<file path="src/hdl/adc_mode_pkg.sv">
/*
  constants shared by the converter mode control: instruction codes, timing counts,
  output word lengths and status bit positions.
  assumes: instruction bit i holds the i-th serial bit received (first bit in bit 0).
*/
package adc_mode_pkg;
  // instruction codes, bit 0 is the first bit shifted in
  localparam logic [7:0] INS_POWER_UP   = 8'h50;
  localparam logic [7:0] INS_POWER_DOWN = 8'hd0;
  localparam logic [7:0] INS_READ_STAT  = 8'h30;
  localparam logic [7:0] INS_FMT_SIGN   = 8'hb0;
  localparam logic [7:0] INS_FMT_MASK   = 8'hfe;
  localparam logic [7:0] INS_ACQ        = 8'h70;
  localparam logic [7:0] INS_ACQ_MASK   = 8'hfc;
  localparam logic [7:0] INS_USER_MODE  = 8'hf0;
  localparam logic [7:0] INS_TEST_MODE  = 8'hf1;
  localparam logic [7:0] INS_TEST_MASK  = 8'hf1;
  localparam int         INS_CONV_BIT   = 4;
  // conversion instruction fields
  localparam int         FLD_SINGLE     = 0;
  localparam int         FLD_CH_LO      = 1;
  localparam int         FLD_POL_SWAP   = 5;
  localparam int         FLD_LEN16      = 6;
  localparam int         FLD_MSB_FIRST  = 7;
  // acquisition lengths in conversion-clock periods
  localparam logic [5:0] ACQ_6          = 6'h06;
  localparam logic [5:0] ACQ_10         = 6'h0a;
  localparam logic [5:0] ACQ_18         = 6'h12;
  localparam logic [5:0] ACQ_34         = 6'h22;
  localparam logic [1:0] ACQ_SEL_RESET  = 2'h1;
  localparam logic [5:0] CONV_PERIODS   = 6'h0d;
  // output word lengths
  localparam logic [4:0] LEN_12         = 5'h0c;
  localparam logic [4:0] LEN_16         = 5'h10;
  localparam logic [4:0] LEN_STATUS     = 5'h09;
  localparam logic [3:0] INS_BITS       = 4'h8;
  // status bit positions
  localparam int         ST_PU          = 0;
  localparam int         ST_PD          = 1;
  localparam int         ST_12          = 4;
  localparam int         ST_16          = 5;
  localparam int         ST_SIGN        = 6;
  localparam int         ST_MSB         = 7;
  localparam int         ST_TEST        = 8;
  // result code limits
  localparam logic [16:0] CODE_POS_MAX  = 17'h00fff;
  localparam logic [16:0] CODE_NEG_MAX  = 17'h01000;
  localparam int          CODE_SCALE_SH = 13;
  localparam int          FIFO_DEPTH    = 4;
  localparam int          CODE_W        = 13;
endpackage

</file>
<file path="src/hdl/pin_sync.sv">
/*
  two-flop synchroniser with edge detection for a group of pins.
  assumes: inputs are asynchronous to clk; the first stage feeds only the second.
*/
`timescale 1ns/1ps
module pin_sync #(
  parameter int WIDTH = 1
) (
  input  wire logic             clk,
  input  wire logic             rst,
  input  wire logic [WIDTH-1:0] pin,
  output logic      [WIDTH-1:0] level,
  output logic      [WIDTH-1:0] rise,
  output logic      [WIDTH-1:0] fall
);
  logic [WIDTH-1:0] meta;
  logic [WIDTH-1:0] last;

  always_ff @(posedge clk or posedge rst) begin
    if (rst) begin
      meta  <= '0;
      level <= '0;
      last  <= '0;
    end else begin
      meta  <= pin;
      level <= meta;
      last  <= level;
    end
  end

  assign rise = level & ~last;
  assign fall = ~level & last;
endmodule

</file>
<file path="src/hdl/result_fifo.sv">
/*
  small flip-flop fifo for conversion results, valid/ready on both sides.
  assumes: single clock; push and pop may happen in the same cycle.
*/
`timescale 1ns/1ps
module result_fifo #(
  parameter int WIDTH = 13,
  parameter int DEPTH = 4
) (
  input  wire logic             clk,
  input  wire logic             rst,
  input  wire logic             in_valid,
  output logic                  in_ready,
  input  wire logic [WIDTH-1:0] in_data,
  output logic                  out_valid,
  input  wire logic             out_ready,
  output logic      [WIDTH-1:0] out_data
);
  localparam int AW = $clog2(DEPTH);
  logic [WIDTH-1:0] mem [DEPTH];
  logic [AW:0]      wr_ptr;
  logic [AW:0]      rd_ptr;
  logic             push;
  logic             pop;

  assign in_ready  = (wr_ptr[AW-1:0] != rd_ptr[AW-1:0]) || (wr_ptr[AW] == rd_ptr[AW]);
  assign out_valid = wr_ptr != rd_ptr;
  assign push      = in_valid && in_ready;
  assign pop       = out_valid && out_ready;
  assign out_data  = mem[rd_ptr[AW-1:0]];

  always_ff @(posedge clk or posedge rst) begin
    if (rst) begin
      wr_ptr <= '0;
      rd_ptr <= '0;
    end else begin
      if (push) begin
        wr_ptr <= wr_ptr + 1'b1;
      end
      if (pop) begin
        rd_ptr <= rd_ptr + 1'b1;
      end
    end
  end

  always_ff @(posedge clk) begin
    if (push) begin
      mem[wr_ptr[AW-1:0]] <= in_data;
    end
  end
endmodule

</file>
<file path="src/hdl/adc_mode_control.sv">
/*
  serial converter control: instruction shift-in, power arbitration, test mode,
  multiplexer routing, acquisition/conversion sequencing and result shift-out.
  assumes: all pins, including the conversion clock, are asynchronous to CLK and run
  well below CLK/4; analog difference and span are quasi-static over an acquisition.
*/
`timescale 1ns/1ps
module adc_mode_control
  import adc_mode_pkg::*;
(
  input  wire logic                     CLK,
  input  wire logic                     RST,
  input  wire logic                     CS_N,
  input  wire logic                     SCLK,
  input  wire logic                     SERIAL_INSTRUCTION_IN,
  input  wire logic                     CONV_N,
  input  wire logic                     POWER_DOWN_PIN,
  input  wire logic                     CONVERSION_CLOCK,
  input  wire logic signed [15:0]       VIN_DIFF,
  input  wire logic [15:0]              VREF_SPAN,
  output logic                          SERIAL_DATA_OUT,
  output logic                          EOC,
  output logic                          POWERED_DOWN,
  output logic                          CONVERTER_ACTIVE,
  output logic                          SAMPLE_HOLD,
  output logic                          RESULT_VALID,
  output logic                          TEST_MODE,
  output logic [7:0]                    ANALOG_CHANNEL_PINS_OUT,
  output logic [7:0]                    ANALOG_CHANNEL_PINS_OE,
  output logic [2:0]                    MUX_OUTPUT_A_SEL,
  output logic [2:0]                    MUX_OUTPUT_B_SEL,
  output logic                          MUX_OUTPUT_B_COMMON,
  output logic                          CONVERTER_INPUT_A_POSITIVE
);
  import adc_mode_pkg::*;

  typedef enum logic [1:0] {IDLE, ACQUIRE, CONVERT, DONE} conv_state_t;

  logic [5:0] lvl;
  logic [5:0] rise;
  logic [5:0] fall;
  logic       cs_n;
  logic       din;
  logic       conv_n;
  logic       pd_pin;
  logic       cs_fall;
  logic       cs_rise;
  logic       sclk_rise;
  logic       sclk_fall;
  logic       conversion_clock_rise;
  logic       pd_fall;

  pin_sync #(.WIDTH(6)) u_sync (
    .clk   (CLK),
    .rst   (RST),
    // select enters inverted so the reset value of the flops equals its idle level
    .pin   ({CONVERSION_CLOCK, POWER_DOWN_PIN, CONV_N, SERIAL_INSTRUCTION_IN, SCLK, ~CS_N}),
    .level (lvl),
    .rise  (rise),
    .fall  (fall)
  );

  assign cs_n      = !lvl[0];
  assign din       = lvl[2];
  assign conv_n    = lvl[3];
  assign pd_pin    = lvl[4];
  assign cs_fall   = rise[0];
  assign cs_rise   = fall[0];
  assign sclk_rise = rise[1] && !cs_n;
  assign sclk_fall = fall[1] && !cs_n;
  assign pd_fall   = fall[4];
  assign conversion_clock_rise = rise[5];

  // configuration and mode state
  logic        sw_pd;
  logic        test_mode;
  logic        sign_on;
  logic        len16;
  logic        msb_first;
  logic [1:0]  acq_sel;
  logic        single_ended;
  logic [2:0]  channel;
  logic        pol_swap;
  logic        status_pending;
  logic        result_invalid;
  logic        powered_down;

  // serial state
  logic [7:0]  instr;
  logic [4:0]  bit_cnt;
  logic        conv_seen;
  logic        frame_start;
  logic        cont_restart;
  logic [16:0] out_word;
  logic [4:0]  out_len;
  logic        out_msb;
  logic [4:0]  out_idx;
  logic [4:0]  word_len;
  logic        frame_end;
  logic        decode;
  logic        start_conv;
  logic [8:0]  status;
  logic [7:0]  next_instr;

  // converter state
  conv_state_t            state;
  logic [5:0]             cnt;
  logic [5:0]             acq_len;
  logic signed [15:0]     held_diff;
  logic [15:0]            held_span;
  logic [CODE_W-1:0]      code;
  logic [CODE_W-1:0]      last_code;
  logic                   fifo_in_ready;
  logic                   fifo_out_valid;
  logic [CODE_W-1:0]      fifo_out_data;
  logic                   abort;
  logic [CODE_W-1:0]      fifo_sel;

  assign powered_down = pd_pin || sw_pd;
  assign word_len     = (len16 ? LEN_16 : LEN_12) + {4'h0, sign_on};
  // continuous chip select: frame closes on the expected clock count
  assign frame_end    = cs_rise || (sclk_rise && (bit_cnt == word_len - 5'h01));
  assign decode       = frame_end && (bit_cnt >= {1'b0, INS_BITS} - 5'h01 || cs_rise)
                        && (bit_cnt >= {1'b0, INS_BITS}
                            || (sclk_rise && bit_cnt == {1'b0, INS_BITS} - 5'h01))
                        && !conv_seen && !conv_n;
  assign start_conv   = decode && !next_instr[INS_CONV_BIT] && !powered_down;
  assign frame_start  = cs_fall || cont_restart;
  assign abort        = (state != IDLE && state != DONE) && (powered_down || cs_fall);

  // the instruction including a bit shifted in on the closing edge
  assign next_instr = (sclk_rise && bit_cnt < {1'b0, INS_BITS}) ? {din, instr[7:1]} : instr;

  assign status = {test_mode, msb_first, sign_on, len16, !len16, 1'b0, 1'b0,
                   powered_down, 1'b0};

  // serial instruction shift-in, runs regardless of power state
  always_ff @(posedge CLK or posedge RST) begin
    if (RST) begin
      instr        <= 8'h00;
      bit_cnt      <= 5'h00;
      conv_seen    <= 1'b0;
      cont_restart <= 1'b0;
    end else begin
      cont_restart <= frame_end && !cs_n && !cs_rise;
      if (frame_start) begin
        bit_cnt   <= 5'h00;
        conv_seen <= conv_n;
      end else if (frame_end) begin
        bit_cnt   <= 5'h00;
      end else if (sclk_rise) begin
        instr     <= next_instr;
        bit_cnt   <= bit_cnt + 5'h01;
        conv_seen <= conv_seen || conv_n;
      end
    end
  end

  // instruction decode into mode and configuration
  always_ff @(posedge CLK or posedge RST) begin
    if (RST) begin
      sw_pd          <= 1'b0;
      test_mode      <= 1'b0;
      sign_on        <= 1'b1;
      len16          <= 1'b0;
      msb_first      <= 1'b1;
      acq_sel        <= ACQ_SEL_RESET;
      single_ended   <= 1'b0;
      channel        <= 3'h0;
      pol_swap       <= 1'b0;
      status_pending <= 1'b0;
    end else begin
      if (pd_fall) begin
        sw_pd <= 1'b0;
      end
      if (frame_start) begin
        status_pending <= 1'b0;
      end
      if (decode) begin
        if (!next_instr[INS_CONV_BIT]) begin
          single_ended <= next_instr[FLD_SINGLE];
          channel      <= next_instr[FLD_CH_LO +: 3];
          pol_swap     <= next_instr[FLD_POL_SWAP];
          len16        <= next_instr[FLD_LEN16];
          msb_first    <= next_instr[FLD_MSB_FIRST];
        end else if (next_instr == INS_POWER_UP) begin
          sw_pd <= 1'b0;
        end else if (next_instr == INS_POWER_DOWN) begin
          sw_pd <= 1'b1;
        end else if (next_instr == INS_READ_STAT) begin
          status_pending <= 1'b1;
        end else if ((next_instr & INS_FMT_MASK) == INS_FMT_SIGN) begin
          sign_on <= next_instr[0];
        end else if ((next_instr & INS_ACQ_MASK) == INS_ACQ) begin
          acq_sel <= {next_instr[0], next_instr[1]};
        end else if (next_instr == INS_USER_MODE) begin
          test_mode <= 1'b0;
        end else if ((next_instr & INS_TEST_MASK) == INS_TEST_MODE) begin
          test_mode <= 1'b1;
        end
      end
    end
  end

  // serial shift-out: first bit at frame start, the rest on falling serial clock
  always_ff @(posedge CLK or posedge RST) begin
    if (RST) begin
      out_word        <= 17'h00000;
      out_len         <= LEN_12 + 5'h01;
      out_msb         <= 1'b1;
      out_idx         <= 5'h00;
      last_code       <= '0;
      SERIAL_DATA_OUT <= 1'b0;
    end else begin
      if (frame_start) begin
        out_idx <= 5'h00;
        if (status_pending) begin
          out_word        <= {8'h00, status};
          out_len         <= LEN_STATUS;
          out_msb         <= 1'b0;
          SERIAL_DATA_OUT <= status[0];
        end else begin
          // a read-only frame repeats the last result when no new one is queued
          out_word  <= {{4{fifo_sel[CODE_W-1] & sign_on}}, fifo_sel};
          out_len   <= word_len;
          out_msb   <= msb_first;
          last_code <= fifo_sel;
          SERIAL_DATA_OUT <= msb_first ? fifo_sel[CODE_W-1] & sign_on : fifo_sel[0];
        end
      end else if (sclk_fall && out_idx < out_len - 5'h01) begin
        out_idx         <= out_idx + 5'h01;
        SERIAL_DATA_OUT <= out_word[out_msb ? out_len - out_idx - 5'h02 : out_idx + 5'h01];
      end
    end
  end

  assign fifo_sel = fifo_out_valid ? fifo_out_data : last_code;

  // acquisition length select
  always_comb begin
    case (acq_sel)
      2'h0:    acq_len = ACQ_6;
      2'h1:    acq_len = ACQ_10;
      2'h2:    acq_len = ACQ_18;
      2'h3:    acq_len = ACQ_34;
      default: acq_len = ACQ_10;
    endcase
  end

  // rounding and clamping of the held analog difference
  logic [15:0] mag;
  logic [30:0] num;
  logic [30:0] den;
  logic [30:0] quo;
  logic [16:0] clamped;
  always_comb begin
    mag     = held_diff[15] ? 16'(-held_diff) : 16'(held_diff);
    num     = {2'b00, mag, 13'h0000} + {15'h0000, held_span};
    den     = (held_span == 16'h0000) ? 31'h1 : {14'h0000, held_span, 1'b0};
    quo     = num / den;
    clamped = held_diff[15] ? ((quo > 31'(CODE_NEG_MAX)) ? CODE_NEG_MAX : quo[16:0])
                            : ((quo > 31'(CODE_POS_MAX)) ? CODE_POS_MAX : quo[16:0]);
    if (single_ended && held_diff[15]) begin
      code = '0;
    end else if (held_diff[15]) begin
      code = CODE_W'(17'h00000 - clamped);
    end else begin
      code = clamped[CODE_W-1:0];
    end
  end

  // acquisition and conversion sequencing on conversion-clock edges
  always_ff @(posedge CLK or posedge RST) begin
    if (RST) begin
      state          <= IDLE;
      cnt            <= 6'h00;
      held_diff      <= 16'h0000;
      held_span      <= 16'h0000;
      result_invalid <= 1'b0;
    end else begin
      case (state)
        IDLE: begin
          if (start_conv) begin
            state <= ACQUIRE;
            cnt   <= 6'h00;
          end
        end
        ACQUIRE: begin
          if (abort) begin
            state <= IDLE;
          end else if (conversion_clock_rise) begin
            // one rise more than the setting: never short, at most one period long
            if (cnt == acq_len) begin
              state     <= CONVERT;
              cnt       <= 6'h00;
              held_diff <= VIN_DIFF;
              held_span <= VREF_SPAN;
            end else begin
              cnt <= cnt + 6'h01;
            end
          end
        end
        CONVERT: begin
          if (abort) begin
            state <= IDLE;
          end else if (conversion_clock_rise) begin
            if (cnt == CONV_PERIODS - 6'h01) begin
              state <= DONE;
            end else begin
              cnt <= cnt + 6'h01;
            end
          end
        end
        DONE: begin
          // a full queue holds the converter here until a frame drains it
          if (fifo_in_ready) begin
            state          <= IDLE;
            result_invalid <= 1'b0;
          end
        end
        default: state <= IDLE;
      endcase
      if (abort && powered_down) begin
        result_invalid <= 1'b1;
      end
    end
  end

  result_fifo #(.WIDTH(CODE_W), .DEPTH(FIFO_DEPTH)) u_fifo (
    .clk       (CLK),
    .rst       (RST),
    .in_valid  (state == DONE),
    .in_ready  (fifo_in_ready),
    .in_data   (code),
    .out_valid (fifo_out_valid),
    .out_ready (frame_start && !status_pending),
    .out_data  (fifo_out_data)
  );

  // registered outputs and multiplexer routing
  always_ff @(posedge CLK or posedge RST) begin
    if (RST) begin
      EOC                        <= 1'b1;
      POWERED_DOWN               <= 1'b0;
      CONVERTER_ACTIVE           <= 1'b1;
      SAMPLE_HOLD                <= 1'b0;
      RESULT_VALID               <= 1'b1;
      TEST_MODE                  <= 1'b0;
      ANALOG_CHANNEL_PINS_OUT    <= 8'h00;
      ANALOG_CHANNEL_PINS_OE     <= 8'h00;
      MUX_OUTPUT_A_SEL           <= 3'h0;
      MUX_OUTPUT_B_SEL           <= 3'h1;
      MUX_OUTPUT_B_COMMON        <= 1'b0;
      CONVERTER_INPUT_A_POSITIVE <= 1'b1;
    end else begin
      EOC                     <= state == IDLE;
      POWERED_DOWN            <= powered_down;
      CONVERTER_ACTIVE        <= !powered_down;
      SAMPLE_HOLD             <= state == ACQUIRE;
      RESULT_VALID            <= !result_invalid;
      TEST_MODE               <= test_mode;
      ANALOG_CHANNEL_PINS_OUT <= 8'h00;
      ANALOG_CHANNEL_PINS_OE  <= {8{test_mode}};
      if (single_ended) begin
        MUX_OUTPUT_A_SEL           <= channel;
        MUX_OUTPUT_B_SEL           <= 3'h0;
        MUX_OUTPUT_B_COMMON        <= 1'b1;
        CONVERTER_INPUT_A_POSITIVE <= 1'b1;
      end else begin
        MUX_OUTPUT_A_SEL           <= {channel[2:1], 1'b0};
        MUX_OUTPUT_B_SEL           <= {channel[2:1], 1'b1};
        MUX_OUTPUT_B_COMMON        <= 1'b0;
        CONVERTER_INPUT_A_POSITIVE <= !pol_swap;
      end
    end
  end
endmodule

</file>
<file path="config.mk">
export PLATFORM = sky130hd
export DESIGN_NAME = adc_mode_control
export DESIGN_NICKNAME = d
export VERILOG_FILES = /design/src/hdl/adc_mode_pkg.sv /design/src/hdl/pin_sync.sv /design/src/hdl/result_fifo.sv /design/src/hdl/adc_mode_control.sv
export SDC_FILE = /design/constraint.sdc
export NUM_CORES = 1
export LEC_CHECK = 0
export BUFFER_PORTS_ARGS = -buffer_cell sky130_fd_sc_hd__buf_2
export CELL_PAD_IN_SITES_DETAIL_PLACEMENT = 1
export CELL_PAD_IN_SITES_GLOBAL_PLACEMENT = 1
export CORE_MARGIN = 8
export CORE_UTILIZATION = 45
export CTS_BUF_LIST = sky130_fd_sc_hd__clkbuf_8
export CTS_CLUSTER_SIZE = 16
export DETAILED_ROUTE_END_ITERATION = 10
export GPL_ROUTABILITY_DRIVEN = 0
export PLACE_DENSITY_LB_ADDON = 0.1
export SLEW_MARGIN = 15
export SYNTH_ARGS = -nofsm -noshare
export SYNTH_HDL_FRONTEND = slang
export SYNTH_SLANG_ARGS = --single-unit
export TNS_END_PERCENT = 100
</file>
<file path="constraint.sdc">
create_clock -name CLK -period 237.4 [get_ports CLK]
set_input_delay 0 -clock CLK [delete_from_list [all_inputs] [get_ports CLK]]
set_output_delay 0 -clock CLK [all_outputs]
set_load 0.005 [all_outputs]
</file>
==> metrics.txt <==
# diodes 0; Avg Cell Area, Syn 7.75 um^2; I/O pin count between 70 and 80; DIE HEIGHT about 290 um; worst slew pin tran between 1000 and 1500 ps; # fillers 9064; main combinational cell family by area after synthesis compound AO/OA/AOI/OAI gates; Critical R2R Capture u_fifo.mem[2][10]$_DFFE_PP_; worst-path maximum fanout 41; final HPWL from detailed placement roughly 95000 um; fmax 0.00971 GHz; Die ar. between 80000 and 90000 um^2; Slew HR approximately a quarter; DR iter-0 viols approximately 2300; via count ~34000; layout cell share with drive strength beyond 1 approximately 9.3%; core footprint 72500 um^2; dominant synthesized flop cell dfrtp_1; compound-cell area share of the yosys netlist 28.9%; Largest stage delay, worst path between 900 and 1000 ps; Mapped Area between 30000 and 40000 um^2; synth unique cells between 100 and 150; die width between 200 and 300 um; CP max stage cell nor4b_1; Ys Warns 0; gr ovfl total 0; P_leak 15.3 nW; clk_lat worst skew between 500 and 600 ps; PwrDens approximately 1.8 nW/um^2; Clock Sink Count 195; P&R area growth vs syn 6.71%; Worst Path Arrival 103210 ps; XOR/XNOR share of the synthesized area 5.94%; mux contribution to synthesized area under 10%; Hold WC Path Type in -> async; Max Cap Violations 0; RSZ-0062 raised after global routing no; reg2reg start held_span[15]$_DFFE_PP0P_; post-route cell area 34900 um^2; clk_skew between 30 and 40 ps; Placed Cells ~5200; GR Util All Layers 28.1%; Post-DRT Antenna Nets 0; Post-Synth Simple-Gate Area 23.4%; Longest Clk Path Bufs 2; status complete, no violations; Final period util 43.4%; largest net degree at the start of global routing slightly below 80; crit path from held_span[15]$_DFFE_PP0P_; Critical Path Most Common Cell o21a_1; Worst Setup End Kind register; CP delay by family, top compound AO/OA/AOI/OAI gates; maximum VDD drop 0.00429 mV; Final min period 103010 ps; TritonCTS clock tree yes; Post-Synth Adder-Cell Area between 10% and 20%; detailed-route DRC error count 0; final hold violation count 0; R2R setup slack between 100000 and 150000 ps; Clock transition at path regs roughly 120 ps; number of synthesized flops with an enable pin 52; TNS Setup 0 ps; Async SR Flop Fraction about three quarters; standard-cell row count between 90 and 100; FF+latch count, synth a little under 200; vias in the first global route between 30000 and 40000; initial antenna violation count 3; Worst Path Required ~240000 ps; via/cell ratio around 6.4; final setup fails 0; sequential share of the synthesized area 15.7%; wire per inst between 20 and 25 um; final WL between 100000 and 150000 um; nets roughly 4700; cell area after placement 34100 um^2; port bufs just over 60; Syn Inst Count roughly 4200; Clock H-tree levels 4; R2R cell count roughly 400; Setup crit start kind register; Worst Setup Path Type reg -> reg; Layout Utilization a little under 50%; fin. max-slew vios 0; total CTS buffers 17; drt pass-1 iters 7; final instance count without filler cells between 5000 and 6000; root buffer cell clkbuf_8; first-pass GRT wire length 189000 um; Starting Density a little under half; CP bufs+invs 17
through the flow:
stage | hold slack (ps) | total power [mW] | worst slack (ps)
after floorplan | 31.4 | 0.0380 | 150800
after global placement | 109 | 0.0392 | 138720
after detailed placement | 110 | 0.0393 | 136230
after CTS | 79.8 | 0.0629 | 135920
after global routing | 119 | 0.0645 | 125950
final | 129 | 0.0621 | 134390
kinds of logic (layout without fill, tap and decap cells):
group           count (synthesis)  count (layout)
other cells                     1               9
compound gates               1360            1360
buf+inv                       275             319
flops                         195             195
fa+ha+maj                     428             428
xor+xnor                      221             221
simple gates                 1575            1575
mux                           170             170
per-layer routing:
layer  share of wire [%]  GRT usage [%]  up-vias
li1                    -              -    16110
met1                  48           39.8    16447
met2                  44           45.1      877
met3                 5.6           3.36      160
met4                 2.6           7.32        4
met5               0.021              0        -
cells in the final DEF, fill, tap and decap left out, types with 62 or more instances in the layout:
master   netlist  routed
nand3_1       93      93
nor3_1       221     220
ha_1         426     426
a21oi_1      260     260
buf_2          9      62
nand2_1      414     413
xnor2_1      127     127
mux2_2        98      98
nor2_1       404     402
o31ai_1      131     130
o21ai_0      230     230
o21a_1       192     192
dfrtp_1      131     131
xor2_1        93      93
inv_1        127     126
a21o_1       104     104
state kept, by name, indices dropped and copies added, names as in the netlist, 4 cells and up:
signal        flops
cnt               6
u_sync.level      6
held_diff        16
held_span        16
last_code        13
out_len           4
instr             8
u_sync.last       4
u_sync.meta       6
bit_cnt           5
out_idx           5
u_fifo.mem       52
out_word         14
timing repair:
action / CTS / global route
setup endpoints to repair: 0 / 0
gates resized for setup: 0 / 0
hold endpoints to repair: 105 / 0
buffers inserted: 0 / 0
hold buffers: 39 / 0
cell type report:
| class | count | area, um^2 | area share (%) |
|---|---|---|---|
| Sequential cell | 195 | 5150 | 14.8 |
| Timing Repair Buffer | 158 | 1130 | 3.23 |
| Clock inverter | 15 | 185 | 0.530 |
| Inverter | 129 | 489 | 1.40 |
| Clock buffer | 17 | 234 | 0.670 |
| Multi-Input combinational cell | 3763 | 26500 | 76.0 |
| Tap cell | 959 | 1200 | 3.44 |
Yosys cell counts (106+ instances only):
library cell / count / area share, %
inv_1: 127 / 1.5
dfrtp_1: 131 / 10
xnor2_1: 127 / 3.4
nand2_1: 414 / 4.7
clkbuf_1: 106 / 1.2
nor3_1: 221 / 3.4
ha_1: 426 / 16
o21a_1: 192 / 4.4
nor2_1: 404 / 4.6
o31ai_1: 131 / 3.0
a21oi_1: 260 / 4.0
o21ai_0: 230 / 3.5
power breakdown:
part / internal, mW / total, mW / switching, mW
registers: 0.0348 / 0.0352 / 0.000412
logic: 0.00167 / 0.00391 / 0.00223
clock network: 0.00903 / 0.0230 / 0.0139
total: 0.0455 / 0.0621 / 0.0166
how the worst max path moves through the flow:
stage,to,slack (ps),depth (start not counted)
floorplan,u_fifo.mem[0][10]$_DFFE_PP_,150800,426
global placement,u_fifo.mem[0][10]$_DFFE_PP_,138720,407
detailed placement,u_fifo.mem[0][10]$_DFFE_PP_,136230,409
CTS,u_fifo.mem[3][10]$_DFFE_PP_,135920,409
global route,u_fifo.mem[1][10]$_DFFE_PP_,125950,410
finish,u_fifo.mem[2][10]$_DFFE_PP_,134390,408
worst min-delay path, stage by stage:
cell	delay, ps
dlygate4sd3_1	540
buf_2	150
inv_6	440
Power figures use the tool's default switching activity.
